--- src/dtt_pkg.sv ---
// What this block does
// - qualify in order: arm on the arm edge, wait the delay, then fire on trigger edge.
// - delay counts either elapsed time or trigger-source edge events, selected by software.
// - interval starts at arming; trigger edges are searched only after it expires.
// - interactive knob delay is clamped to 30 ns up to 160 ms.
// - programmed delay in ns is accepted from 5 ns to 10 s, else refused.
// - one comparator level serves both arm and trigger edges; no trigger level exists.
// - software picks the arm source: analog channel, logic input or external input.
// - arm edge polarity is selectable, rising or falling.
// - trigger source is chosen independently of the arm source.
// - trigger edge polarity has its own rising or falling selection.
// - in event mode the trigger edge polarity is likewise selectable.
// - analog 1-2 or 1-4 by variant, external only on two-channel, sixteen logic inputs.
// - holdoff and noise-reject filtering condition the trigger decisions.
// - every source, polarity and committed delay setting reads back as last accepted, the delay low word as staged; knob delay writes read back clamped.
// - event count after arming is programmable from zero to sixteen million.
package dtt_pkg;
    // source codes: analog ch1..ch4, logic inputs 0..15, external
    localparam int SRC_COUNT = 21;
    localparam logic [4:0] SRC_ANALOG_FIRST = 5'h00;
    localparam logic [4:0] SRC_LOGIC_FIRST = 5'h04;
    localparam logic [4:0] SRC_LOGIC_LAST = 5'h13;
    localparam logic [4:0] SRC_EXTERNAL = 5'h14;
    localparam logic [4:0] ANALOG_COUNT_TWO = 5'h02;
    localparam logic [4:0] ANALOG_COUNT_FOUR = 5'h04;
    // register byte offsets
    localparam logic [7:0] OFS_CONTROL = 8'h00;
    localparam logic [7:0] OFS_ARM_SOURCE = 8'h04;
    localparam logic [7:0] OFS_ARM_POLARITY = 8'h08;
    localparam logic [7:0] OFS_TRIG_SOURCE = 8'h0C;
    localparam logic [7:0] OFS_TRIG_POLARITY = 8'h10;
    localparam logic [7:0] OFS_DELAY_LOW = 8'h14;
    localparam logic [7:0] OFS_DELAY_HIGH = 8'h18;
    localparam logic [7:0] OFS_DELAY_KNOB = 8'h1C;
    localparam logic [7:0] OFS_EVENT_COUNT = 8'h20;
    localparam logic [7:0] OFS_LEVEL = 8'h24;
    localparam logic [7:0] OFS_HOLDOFF = 8'h28;
    localparam logic [7:0] OFS_NOISE = 8'h2C;
    localparam logic [7:0] OFS_STATUS = 8'h30;
    localparam logic [7:0] OFS_FIRE_COUNT = 8'h34;
    // field positions
    localparam int CTRL_ENABLE_BIT = 0;
    localparam int CTRL_EVENT_MODE_BIT = 1;
    localparam int STAT_BAD_WRITE_BIT = 4;
    // reset values
    localparam logic [33:0] DELAY_RESET_NS = 34'h0_0000_0064;
    localparam logic [4:0] SRC_RESET = 5'h00;
    localparam logic POL_RESET_RISING = 1'b1;
    // times in ns and counts
    localparam logic [33:0] CLK_PERIOD_NS = 34'h0_0000_000A;
    localparam logic [31:0] KNOB_MIN_NS = 32'h0000_001E;
    localparam logic [31:0] KNOB_MAX_NS = 32'h0989_6800;
    localparam logic [33:0] PROG_MIN_NS = 34'h0_0000_0005;
    localparam logic [33:0] PROG_MAX_NS = 34'h2_540B_E400;
    localparam logic [23:0] EVENT_MAX = 24'hF4_2400;
    localparam int NOISE_FILTER_NS = 30;
    localparam int NOISE_CYCLES = (NOISE_FILTER_NS + 9) / 10;
endpackage : dtt_pkg

--- src/dtt_edge_pick.sv ---
`timescale 1ns/10ps
module dtt_edge_pick
    import dtt_pkg::*;
(
    // clock and reset
    input wire logic clk,
    input wire logic arst_n,
    // synchronised comparator and logic levels
    input wire logic [SRC_COUNT-1:0] srcLevels,
    // selection
    input wire logic [4:0] sel,
    input wire logic rising,
    input wire logic noiseReject,
    // result
    output logic edgePulse
);
    logic picked;
    logic filt_reg;
    logic prev_reg;
    logic [3:0] stable_reg;

    assign picked = (sel < 5'(SRC_COUNT)) ? srcLevels[sel] : 1'b0;

    // level only follows once steady for the filter time
    always_ff @(posedge clk or negedge arst_n) begin
        if (!arst_n) begin
            filt_reg <= 1'b0;
            stable_reg <= 4'h0;
        end else if (!noiseReject || picked == filt_reg) begin
            stable_reg <= 4'h0;
            if (!noiseReject) filt_reg <= picked;
        end else if (stable_reg >= 4'(NOISE_CYCLES - 1)) begin
            filt_reg <= picked;
            stable_reg <= 4'h0;
        end else begin
            stable_reg <= stable_reg + 4'h1;
        end
    end

    always_ff @(posedge clk or negedge arst_n) begin
        if (!arst_n) prev_reg <= 1'b0;
        else prev_reg <= filt_reg;
    end

    // rising or falling as selected
    assign edgePulse = rising ? (filt_reg & ~prev_reg) : (~filt_reg & prev_reg);
endmodule : dtt_edge_pick

--- src/dtt_holdoff_timer.sv ---
`timescale 1ns/10ps
module dtt_holdoff_timer
    import dtt_pkg::*;
(
    // clock and reset
    input wire logic clk,
    input wire logic arst_n,
    // control
    input wire logic start,
    input wire logic [23:0] cycles,
    // status
    output logic busy
);
    logic [23:0] count_reg;

    // blocks re-arming for the holdoff after each fire
    always_ff @(posedge clk or negedge arst_n) begin
        if (!arst_n) count_reg <= 24'h00_0000;
        else if (start) count_reg <= cycles;
        else if (count_reg != 24'h00_0000) count_reg <= count_reg - 24'h00_0001;
    end

    assign busy = (count_reg != 24'h00_0000);
endmodule : dtt_holdoff_timer

--- src/dtt_delay_trigger.sv ---
`timescale 1ns/10ps
module dtt_delay_trigger
    import dtt_pkg::*;
#(
    parameter bit TWO_CHANNEL = 1'b0,
    parameter bit LOGIC_FITTED = 1'b1
) (
    // clock and reset
    input wire logic clk,
    input wire logic arst_n,
    // wishbone slave
    input wire logic wb_cyc_i,
    input wire logic wb_stb_i,
    input wire logic wb_we_i,
    input wire logic [7:0] wb_adr_i,
    input wire logic [3:0] wb_sel_i,
    input wire logic [31:0] wb_dat_i,
    output logic [31:0] wb_dat_o,
    output logic wb_ack_o,
    // comparator outputs, logic inputs, external input (asynchronous)
    input wire logic [3:0] analogCompare,
    input wire logic [15:0] logicInput,
    input wire logic externalCompare,
    // shared comparator level
    output logic [15:0] compLevel,
    // trigger result
    output logic trigOut,
    output logic armed
);
    typedef enum logic [2:0] {
        DTT_IDLE,
        DTT_ARM_WAIT,
        DTT_DELAYING,
        DTT_SEARCH,
        DTT_HOLDOFF
    } dtt_state_t;

    dtt_state_t state_reg;
    dtt_state_t state_next;

    logic [SRC_COUNT-1:0] srcMeta_reg;
    logic [SRC_COUNT-1:0] srcSync_reg;
    logic enable_reg;
    logic eventMode_reg;
    logic [4:0] armSource_reg;
    logic armRising_reg;
    logic [4:0] trigSource_reg;
    logic trigRising_reg;
    logic [33:0] delayNs_reg;
    logic [31:0] delayStage_reg;
    logic [23:0] eventTarget_reg;
    logic [15:0] level_reg;
    logic [23:0] holdoff_reg;
    logic noiseReject_reg;
    logic badWrite_reg;
    logic [31:0] fireCount_reg;
    logic [33:0] elapsed_reg;
    logic [23:0] eventSeen_reg;
    logic ack_reg;
    logic [31:0] rdata_reg;
    logic trig_reg;

    logic wrEn;
    logic rdEn;
    logic armEdge;
    logic trigEdge;
    logic holdBusy;
    logic fireNow;
    logic delayDone;
    logic [33:0] elapsedPlus;
    logic [33:0] progCandidate;
    logic progOk;
    logic [31:0] knobClamped;
    logic [31:0] curWord;
    logic [31:0] wrWord;
    logic badSet;

    function automatic logic srcValid(input logic [4:0] code);
        logic [4:0] analogLimit;
        analogLimit = TWO_CHANNEL ? ANALOG_COUNT_TWO : ANALOG_COUNT_FOUR;
        if (code < SRC_LOGIC_FIRST) srcValid = (code - SRC_ANALOG_FIRST) < analogLimit;
        else if (code <= SRC_LOGIC_LAST) srcValid = LOGIC_FITTED;
        else if (code == SRC_EXTERNAL) srcValid = TWO_CHANNEL;
        else srcValid = 1'b0;
    endfunction : srcValid

    // ---------------- input synchroniser ----------------
    always_ff @(posedge clk or negedge arst_n) begin
        if (!arst_n) begin
            srcMeta_reg <= '0;
            srcSync_reg <= '0;
        end else begin
            srcMeta_reg <= {externalCompare, logicInput, analogCompare};
            srcSync_reg <= srcMeta_reg;
        end
    end

    // ---------------- edge detectors ----------------
    // arm and trigger pickers are independent
    dtt_edge_pick armPick (
        .clk(clk),
        .arst_n(arst_n),
        .srcLevels(srcSync_reg),
        .sel(armSource_reg),
        .rising(armRising_reg),
        .noiseReject(noiseReject_reg),
        .edgePulse(armEdge)
    );

    dtt_edge_pick trigPick (
        .clk(clk),
        .arst_n(arst_n),
        .srcLevels(srcSync_reg),
        .sel(trigSource_reg),
        .rising(trigRising_reg),
        .noiseReject(noiseReject_reg),
        .edgePulse(trigEdge)
    );

    dtt_holdoff_timer holdTimer (
        .clk(clk),
        .arst_n(arst_n),
        .start(fireNow),
        .cycles(holdoff_reg),
        .busy(holdBusy)
    );

    // ---------------- bus slave ----------------
    assign wrEn = wb_cyc_i & wb_stb_i & wb_we_i & ~ack_reg;
    assign rdEn = wb_cyc_i & wb_stb_i & ~wb_we_i & ~ack_reg;

    always_comb begin
        unique case (wb_adr_i)
            OFS_CONTROL: curWord = {30'h0000_0000, eventMode_reg, enable_reg};
            OFS_ARM_SOURCE: curWord = {27'h000_0000, armSource_reg};
            OFS_ARM_POLARITY: curWord = {31'h0000_0000, armRising_reg};
            OFS_TRIG_SOURCE: curWord = {27'h000_0000, trigSource_reg};
            OFS_TRIG_POLARITY: curWord = {31'h0000_0000, trigRising_reg};
            OFS_DELAY_LOW: curWord = delayStage_reg;
            OFS_DELAY_HIGH: curWord = {30'h0000_0000, delayNs_reg[33:32]};
            OFS_DELAY_KNOB: curWord = delayNs_reg[31:0];
            OFS_EVENT_COUNT: curWord = {8'h00, eventTarget_reg};
            OFS_LEVEL: curWord = {16'h0000, level_reg};
            OFS_HOLDOFF: curWord = {8'h00, holdoff_reg};
            OFS_NOISE: curWord = {31'h0000_0000, noiseReject_reg};
            OFS_STATUS: curWord = {27'h000_0000, badWrite_reg, holdBusy, 3'(state_reg)};
            OFS_FIRE_COUNT: curWord = fireCount_reg;
            default: curWord = 32'h0000_0000;
        endcase
    end

    // byte lanes merged over the current contents
    always_comb begin
        for (int i = 0; i < 4; i++) begin
            wrWord[i*8 +: 8] = wb_sel_i[i] ? wb_dat_i[i*8 +: 8] : curWord[i*8 +: 8];
        end
    end

    always_ff @(posedge clk or negedge arst_n) begin
        if (!arst_n) ack_reg <= 1'b0;
        else ack_reg <= wb_cyc_i & wb_stb_i & ~ack_reg;
    end

    always_ff @(posedge clk or negedge arst_n) begin
        if (!arst_n) rdata_reg <= 32'h0000_0000;
        else if (rdEn) rdata_reg <= curWord;
    end

    assign wb_ack_o = ack_reg;
    assign wb_dat_o = rdata_reg;

    // ---------------- configuration registers ----------------
    always_ff @(posedge clk or negedge arst_n) begin
        if (!arst_n) begin
            enable_reg <= 1'b0;
            eventMode_reg <= 1'b0;
        end else if (wrEn && wb_adr_i == OFS_CONTROL) begin
            enable_reg <= wrWord[CTRL_ENABLE_BIT];
            eventMode_reg <= wrWord[CTRL_EVENT_MODE_BIT];
        end
    end

    // sources only take codes the variant has
    always_ff @(posedge clk or negedge arst_n) begin
        if (!arst_n) begin
            armSource_reg <= SRC_RESET;
            trigSource_reg <= SRC_RESET;
        end else if (wrEn) begin
            if (wb_adr_i == OFS_ARM_SOURCE && srcValid(wrWord[4:0])) armSource_reg <= wrWord[4:0];
            if (wb_adr_i == OFS_TRIG_SOURCE && srcValid(wrWord[4:0])) trigSource_reg <= wrWord[4:0];
        end
    end

    always_ff @(posedge clk or negedge arst_n) begin
        if (!arst_n) begin
            armRising_reg <= POL_RESET_RISING;
            trigRising_reg <= POL_RESET_RISING;
        end else if (wrEn) begin
            if (wb_adr_i == OFS_ARM_POLARITY) armRising_reg <= wrWord[0];
            if (wb_adr_i == OFS_TRIG_POLARITY) trigRising_reg <= wrWord[0];
        end
    end

    assign progCandidate = {wrWord[1:0], delayStage_reg};
    assign progOk = (progCandidate >= PROG_MIN_NS) && (progCandidate <= PROG_MAX_NS);
    always_comb begin
        if (wrWord < KNOB_MIN_NS) knobClamped = KNOB_MIN_NS;
        else if (wrWord > KNOB_MAX_NS) knobClamped = KNOB_MAX_NS;
        else knobClamped = wrWord;
    end

    // low word stages, high word commits the whole programmed delay
    always_ff @(posedge clk or negedge arst_n) begin
        if (!arst_n) begin
            delayStage_reg <= DELAY_RESET_NS[31:0];
            delayNs_reg <= DELAY_RESET_NS;
        end else if (wrEn) begin
            if (wb_adr_i == OFS_DELAY_LOW) delayStage_reg <= wrWord;
            if (wb_adr_i == OFS_DELAY_HIGH && progOk) delayNs_reg <= progCandidate;
            if (wb_adr_i == OFS_DELAY_KNOB) begin
                delayNs_reg <= {2'b00, knobClamped};
                delayStage_reg <= knobClamped;
            end
        end
    end

    always_ff @(posedge clk or negedge arst_n) begin
        if (!arst_n) eventTarget_reg <= 24'h00_0000;
        else if (wrEn && wb_adr_i == OFS_EVENT_COUNT && wrWord <= {8'h00, EVENT_MAX}) eventTarget_reg <= wrWord[23:0];
    end

    // one level for both edges
    always_ff @(posedge clk or negedge arst_n) begin
        if (!arst_n) level_reg <= 16'h0000;
        else if (wrEn && wb_adr_i == OFS_LEVEL) level_reg <= wrWord[15:0];
    end

    assign compLevel = level_reg;

    always_ff @(posedge clk or negedge arst_n) begin
        if (!arst_n) begin
            holdoff_reg <= 24'h00_0000;
            noiseReject_reg <= 1'b0;
        end else if (wrEn) begin
            if (wb_adr_i == OFS_HOLDOFF) holdoff_reg <= wrWord[23:0];
            if (wb_adr_i == OFS_NOISE) noiseReject_reg <= wrWord[0];
        end
    end

    // refused writes are flagged; a new refusal wins over the clear
    always_comb begin
        badSet = 1'b0;
        if (wrEn) begin
            if ((wb_adr_i == OFS_ARM_SOURCE || wb_adr_i == OFS_TRIG_SOURCE) && !srcValid(wrWord[4:0])) badSet = 1'b1;
            if (wb_adr_i == OFS_DELAY_HIGH && !progOk) badSet = 1'b1;
            if (wb_adr_i == OFS_EVENT_COUNT && wrWord > {8'h00, EVENT_MAX}) badSet = 1'b1;
        end
    end

    always_ff @(posedge clk or negedge arst_n) begin
        if (!arst_n) badWrite_reg <= 1'b0;
        else if (badSet) badWrite_reg <= 1'b1;
        else if (wrEn && wb_adr_i == OFS_STATUS && wrWord[STAT_BAD_WRITE_BIT]) badWrite_reg <= 1'b0;
    end

    // ---------------- qualifier sequence ----------------
    assign elapsedPlus = elapsed_reg + CLK_PERIOD_NS;
    // time mode rounds up to whole cycles, at least one
    assign delayDone = eventMode_reg ? (eventSeen_reg >= eventTarget_reg) : (elapsedPlus >= delayNs_reg);
    assign fireNow = (state_reg == DTT_SEARCH) && trigEdge && enable_reg;

    always_comb begin
        state_next = state_reg;
        unique case (state_reg)
            DTT_IDLE: if (enable_reg && !holdBusy) state_next = DTT_ARM_WAIT;
            DTT_ARM_WAIT: begin
                if (!enable_reg) state_next = DTT_IDLE;
                else if (armEdge) state_next = DTT_DELAYING;
            end
            DTT_DELAYING: begin
                if (!enable_reg) state_next = DTT_IDLE;
                else if (delayDone) state_next = DTT_SEARCH;
            end
            DTT_SEARCH: begin
                if (!enable_reg) state_next = DTT_IDLE;
                else if (trigEdge) state_next = DTT_HOLDOFF;
            end
            DTT_HOLDOFF: begin
                if (!enable_reg) state_next = DTT_IDLE;
                else if (!holdBusy) state_next = DTT_ARM_WAIT;
            end
        endcase
    end

    always_ff @(posedge clk or negedge arst_n) begin
        if (!arst_n) state_reg <= DTT_IDLE;
        else state_reg <= state_next;
    end

    // interval starts at the arm edge; later arm edges are ignored
    always_ff @(posedge clk or negedge arst_n) begin
        if (!arst_n) elapsed_reg <= 34'h0_0000_0000;
        else if (state_reg == DTT_ARM_WAIT) elapsed_reg <= 34'h0_0000_0000;
        else if (state_reg == DTT_DELAYING && !delayDone) elapsed_reg <= elapsedPlus;
    end

    // event mode counts trigger-source edges after arming
    always_ff @(posedge clk or negedge arst_n) begin
        if (!arst_n) eventSeen_reg <= 24'h00_0000;
        else if (state_reg == DTT_ARM_WAIT) eventSeen_reg <= 24'h00_0000;
        else if (state_reg == DTT_DELAYING && trigEdge && !delayDone) eventSeen_reg <= eventSeen_reg + 24'h00_0001;
    end

    always_ff @(posedge clk or negedge arst_n) begin
        if (!arst_n) trig_reg <= 1'b0;
        else trig_reg <= fireNow;
    end

    always_ff @(posedge clk or negedge arst_n) begin
        if (!arst_n) fireCount_reg <= 32'h0000_0000;
        else if (fireNow) fireCount_reg <= fireCount_reg + 32'h0000_0001;
    end

    assign trigOut = trig_reg;
    assign armed = (state_reg == DTT_DELAYING) || (state_reg == DTT_SEARCH);
endmodule : dtt_delay_trigger

--- config.mk ---
export PLATFORM = sky130hd
export DESIGN_NAME = dtt_delay_trigger
export DESIGN_NICKNAME = d
export VERILOG_FILES = /design/src/dtt_pkg.sv /design/src/dtt_edge_pick.sv /design/src/dtt_holdoff_timer.sv /design/src/dtt_delay_trigger.sv
export SDC_FILE = /design/constraint.sdc
export NUM_CORES = 1
export LEC_CHECK = 0
export BUFFER_PORTS_ARGS = -buffer_cell sky130_fd_sc_hd__buf_4
export CAP_MARGIN = 25
export CORE_MARGIN = 8
export CORE_UTILIZATION = 55
export DETAILED_ROUTE_END_ITERATION = 6
export PLACE_DENSITY = 0.82
export SYNTH_ARGS = -nofsm -noshare
export SYNTH_HDL_FRONTEND = slang
export SYNTH_SLANG_ARGS = --single-unit
--- constraint.sdc ---
create_clock -name clk -period 10.65 [get_ports clk]
set_input_delay 0.5325 -clock clk [delete_from_list [all_inputs] [get_ports clk]]
set_output_delay 0.5325 -clock clk [all_outputs]
set_load 0.02 [all_outputs]
### Yosys cells after proc, flatten, opt, wreduce, memory -nomap -nowiden

Cells that the tools add are included.

| word-level totals | value |
|---|---|
| RAM bits | 0 |
| memories | 0 |
| register bits after elaboration | 351 |
| bits in latches | 0 |
| bits of input ports | 70 |
| word-level logic and storage cells | 198 |
| output and inout port bits | 51 |
| bits in read-only memories | 0 |

| operators by class | value |
|---|---|
| add/sub/neg operators | 6 |
| muxes and demuxes | 55 |
| shift-type cells | 0 |
| equality and inequality tests | 26 |
| divide/modulo/power cells | 0 |
| multiply operators | 0 |
| reduce and logical (&&, ||, !) cells | 50 |
| order comparisons | 16 |
| bitwise gates (word level) | 16 |

Operators by type and width:

| operator | number |
|---|---|
| $pmux 32 s14 | 1 |
| $mux 34 | 4 |
| $mux 32 | 4 |
| $mux 24 | 4 |
| $eq 8x6->1 const B | 6 |
| $add 34x4->34 const B | 1 |
| $ge 34x3->1 const B | 1 |
| $ge 34x34->1 | 1 |
| $le 34x34->1 const B | 1 |
| $add 32x1->32 const B | 1 |
| $eq 8x5->1 const B | 4 |
| $gt 32x24->1 const B | 1 |
| $gt 32x28->1 const B | 1 |
| $le 32x24->1 const B | 1 |
| $lt 32x5->1 const B | 1 |
| $mux 8 | 4 |
| $mux 3 | 9 |
| $add 24x1->24 const B | 1 |
| $ge 24x24->1 | 1 |
| $reduce_bool 24->1 | 1 |
| $sub 24x1->24 const B | 1 |
| $mux 1 | 22 |
| $reduce_and 2->1 | 10 |
| $logic_and 1x1->1 | 19 |
| 25 further kinds | 69 |

### Depth between registers and ports, before layout

| logic depth | value |
|---|---|
| depth after elaboration | 14 |
| depth in mapped cells | 24 |

### Cells and area by module

A second synthesis with hierarchy kept.

| unflattened totals | value |
|---|---|
| cell total of the unflattened synthesis | 2078 |
| area total of the unflattened synthesis | 19989.2 um^2 |

Modules (own cells, without submodules):

| module | times used | area an instance (um^2) | cells each |
|---|---|---|---|
| dtt_delay_trigger | 1 | 17406.7 | 1802 |
| dtt_holdoff_timer | 1 | 1584.0 | 176 |
| dtt_edge_pick | 2 | 499.2 | 50 |

### Least setup slack after synthesis

No wires, ideal clock.

| timing path | value |
|---|---|
| path type | reg-to-reg |
| from | register elapsed_reg[1] |
| to | register elapsed_reg[20] |
| stages on the path, launching flop included | 22 |
| setup time | 0.118 ns |
| path slack | 5.618 ns |
| arrival time | 4.914 ns |
| data required time | 10.532 ns |
| path through | dfrtp_1 ha_1 o211a_1 nand3_1 nor3_1 nand4_1 or2_2 nor2_1 and3_1 xor2_1 ha_1 nand4_1 nor2_1 nand3_1 nor4b_1 nand2_1 o211ai_1 and2_1 clkbuf_1 buf_1 mux2_2 a21o_1 |

| between the ends | value |
|---|---|
| longest elaborated chain between the ends | 6 |
| elaborated cells on any way between the ends | 8 |
| classes of those cells | 1 x add/sub; 1 x order compare; 3 x mux; 3 x reduce/logical |

Ends and longest elaborated chain:

| what | RTL line | text |
|---|---|---|
| from (decl) | dtt_delay_trigger.sv:57 | `logic [33:0] elapsed_reg;` |
| from (signal assigned) | dtt_delay_trigger.sv:304 | `else if (state_reg == DTT_DELAYING && !delayDone) elapsed_reg <= elapsedPlus;` |
| $add 34x4->34 (*) | dtt_delay_trigger.sv:267 | `assign elapsedPlus = elapsed_reg + CLK_PERIOD_NS;` |
| $ge 34x34->1 | dtt_delay_trigger.sv:269 | `assign delayDone = eventMode_reg ? (eventSeen_reg >= eventTarget_reg) : (elapsedPlus >= delayNs_reg);` |
| $mux 1 | dtt_delay_trigger.sv:269 |  |
| $logic_not 1->1 | dtt_delay_trigger.sv:304 |  |
| $logic_and 1x1->1 | dtt_delay_trigger.sv:304 |  |
| $reduce_bool 2->1 (no line) | n/a |  |

Mark *: on every way between the ends. The rest lies on a longest branch, timed or not. The select of a mux whose other input is x is not followed.
A chain may end at the register's enable or synchronous reset.

### Worst setup path in the final report

| timing path | value |
|---|---|
| from | register elapsed_reg[1] |
| to | register elapsed_reg[8] |

The elaborated chain is that of the path after synthesis.

==> impl_results.md <==
* Outcome: finished, final reports clean
* Clk sinks at 350
* Die area at ~42000 µm²
* Main combinational cell family by area after synthesis: simple AND/OR/NAND/NOR gates
* Chip width at 204.2 µm
* Cells after Synth at 2084
* Layout cells sized above 1 at 14.54%
* Async SR Flop Fraction at 100.0%
* RSZ-0062 raised after global routing: no
* Via/cell ratio at between 6 and 7
* Number of flops mapped to enable cells by yosys at 0
* Detailed Route WL at around 63000 µm
* Buffer count from post-CTS setup fixing at 0
* Worst slew margin at 27.70%
* Cell Rows at 69
* Number of global-route vias before repair at 17220
* DP Wirelength at 45970 µm
* CTS resizes at 0
* # port buffers at 120
* Vias at 17270
* H-tree levels at 2
* GR Overflow Total at 0
* Avg Inst Size Synth at slightly above 9 µm²
* Final ANT Viol Nets at 0
* Minimum clock period at between 5 and 6 ns
* Compound-Gate Fraction of Synth Area at 15.02%
* P&R area growth vs syn at 14.38%
* Post-Synth XOR/XNOR Area at between 4 and 5%
* GPL Wtd Cong at 0.9853
* FF+latch area at roughly 9000 µm²
* Fin crit share at ~56%
* Final Hold Violating Endpoints at 0
* Max_cap viols at 0
* Fmax at 168.7 MHz
* Max Buffers Root-to-Sink at 3
* Met2 usage at 47.77%
* CP Class: flip-flop to flip-flop
* WP data arrival at around 6.4 ns
* Seq/Total Area, Yosys at 45.03%
* Req. time, crit path at roughly 11 ns
* CTS Buf Count at 38
* DR pass1 iterations at 7
* Die Ht at 204.2 µm
* NumNets Final at 2301
* Post-Synth Adder-Cell Area at 4.176%
* Largest net degree at the start of global routing at ~180
* Clock latency on the worst-skew pair at 0.55 ns
* Antenna cell count at 0
* Worst hold margin at 0.008961 ns
* Slew Viols, Final at 0
* Worst slack, placed at 4.823 ns
* Top-area cell type share of the netlist area at between 40% and 50%
* Setup ws final at 4.724 ns
* Core Region at 35220 µm²
* Largest area contributor in the netlist: dfrtp_1
* Post-Syn Area at between 15000 and 20000 µm²
* Synthesized flop and latch total at 350
* HP Class: input pin to asynchronous set/reset pin
* Drc violations at 0
* Busiest grt layer: met2
* TritonCTS clock tree: yes
* Maximum VDD drop at roughly 0.17 mV
* Met1 Resource Use GR at 38.36%
* Final setup vio count at 0
* Crit path capture type: flip-flop
* Worst Setup Start Kind: flip-flop
* Dominant synthesized flop cell: dfrtp_1
* Setup TNS at 0 ns
* M3 GR Usage at under 10%
* Clock Skews at 0.02012 ns
* Initial DRC count at 2001
* Reg2reg start: elapsed_reg[1]$_DFFE_PN0P_
* I/O Pins at 121
* R2R Setup Slk at 4.72 ns
* P per Cell Area at 133.3 nW/µm²
* Initial Util at 55.29%
* Max FFs per register at 34
* Multiplexer area fraction after synthesis at 7.749%
* Drt wl/cell at 23.91 µm
* Worst-margin pin slew at 1.054 ns
* Filler cells at 2907
* First-pass GRT wire length at 98610 µm
* Multi-input gate area at 10030 µm²
* Clock Pin Slew Worst Setup and Hold Paths at 0.06 ns
* Max FO, Critical Path at 38
* Pleak at 10.43 nW
* Synth top area cells: dfrtp_1 (44%), nand2_1 (5.3%), mux2i_1 (4.6%), ha_1 (4.2%), o21ai_0 (3.4%)
* Hold Buf Count CTS at 0
* Synth warnings at 0
* Total global-route track usage at 30.15%
* Setup crit start: elapsed_reg[1]$_DFFE_PN0P_
* Synth unique cells at 79
* Initial antenna violation count at 0
* Root Driver: clkbuf_16
* Post-Synth Simple-Gate Area at 19.51%
## per-stage QoR
step / power (mW) / util, % / cells / instance area [µm²]
after floorplan: 1.485 / - / 2085 / 19480
after global placement: 1.593 / 59.19 / 2579 / 20850
after detailed placement: 1.597 / 59.32 / 2583 / 20900
after CTS: 2.973 / 63.04 / 2651 / 22200
after global routing: 3.051 / 63.24 / 2655 / 22270
final: 2.970 / 63.24 / 2655 / 22270
## cell usage in the layout (no fill, tap or decap), types with 73 or more instances in the layout
| cell type | n |
|---|---|
| xnor2_1 | 73 |
| o21ai_0 | 133 |
| buf_4 | 155 |
| a21oi_1 | 90 |
| nand2_1 | 273 |
| nand3_1 | 82 |
| nor2_1 | 160 |
| dfrtp_1 | 342 |
| inv_1 | 79 |
| mux2i_1 | 90 |
## kinds of logic (layout without fill, tap and decap cells)
group	Yosys count	in the layout
buf+inv	201	310
compound gates	446	446
fa+ha+maj	65	65
simple gates	785	785
flops	350	350
other cells	1	2
xor+xnor	100	100
mux	136	136
## path summary, 6_finish.rpt
check / end / depth (start not counted)
worst max-delay path: elapsed_reg[8]$_DFFE_PN0P_ / 21
worst min-delay path: srcMeta_reg[9]$_DFF_PN0_ / 1
worst max register to register: elapsed_reg[8]$_DFFE_PN0P_ / 21
worst min register to register: srcSync_reg[20]$_DFF_PN0_ / 0
max in group asynchronous: compLevel[14]$_DFFE_PN0P_ / 2
min in group clk: srcMeta_reg[0]$_DFF_PN0_ / 1
## synthesized netlist by cell type, types with 13 or more instances
| cell type | instances |
|---|---|
| dfrtp_1 | 342 |
| nand2_1 | 273 |
| nor2_1 | 161 |
| o21ai_0 | 133 |
| clkbuf_1 | 92 |
| a21oi_1 | 90 |
| mux2i_1 | 90 |
| nand3_1 | 82 |
| inv_1 | 79 |
| xnor2_1 | 73 |
| ha_1 | 65 |
| nor3_1 | 59 |
| nand4_1 | 44 |
| mux2_2 | 38 |
| a211oi_1 | 30 |
| and3_1 | 29 |
| xor2_1 | 27 |
| o31ai_1 | 24 |
| nand2b_1 | 23 |
| nor4_1 | 23 |
| a21o_1 | 22 |
| buf_2 | 17 |
| o22ai_1 | 13 |
## worst max-delay path, stage by stage (launching register included)
cell and delay [ns]:
dfrtp_1 0.41, ha_1 0.27, o211a_1 0.21, nand3_1 0.13
nor3_1 0.52, nand4_1 0.29, or2_2 0.37, nor2_1 0.30
and3_1 0.26, xor2_1 0.08, ha_1 0.31, nand4_1 0.12
nor2_1 0.17, nand3_1 0.16, nor4b_1 0.40, nand2_1 0.10
o211ai_1 0.16, buf_4 0.29, and2_1 0.24, buf_4 0.42
mux2_2 0.39, a21o_1 0.18
## metal layers
| layer | part of all wire [%] | vias up |
|---|---|---|
| li1 | - | 7642 |
| met1 | 39 | 8422 |
| met3 | 9.8 | 239 |
| met5 | 0 | - |
| met4 | 6.2 | 0 |
| met2 | 45 | 962 |
## layout make-up
| cell class | instances | share of cell area, % |
|---|---|---|
| Tap cell | 461 | 2.590 |
| Timing Repair Buffer | 162 | 5.808 |
| Clock inverter | 14 | 0.6853 |
| Sequential cell | 350 | 39.37 |
| Inverter | 80 | 1.348 |
| Clock buffer | 54 | 5.185 |
| Multi-Input combinational cell | 1534 | 45.02 |
## where the power goes
group | switching (mW) | total, mW | leakage [nW] | internal [mW]
clock | 0.559 | 1.39 | 0.643 | 0.828
sequential | 0.0209 | 1.37 | 4.61 | 1.35
combinational | 0.140 | 0.209 | 5.18 | 0.0698
(Power assumes the default switching activity.)
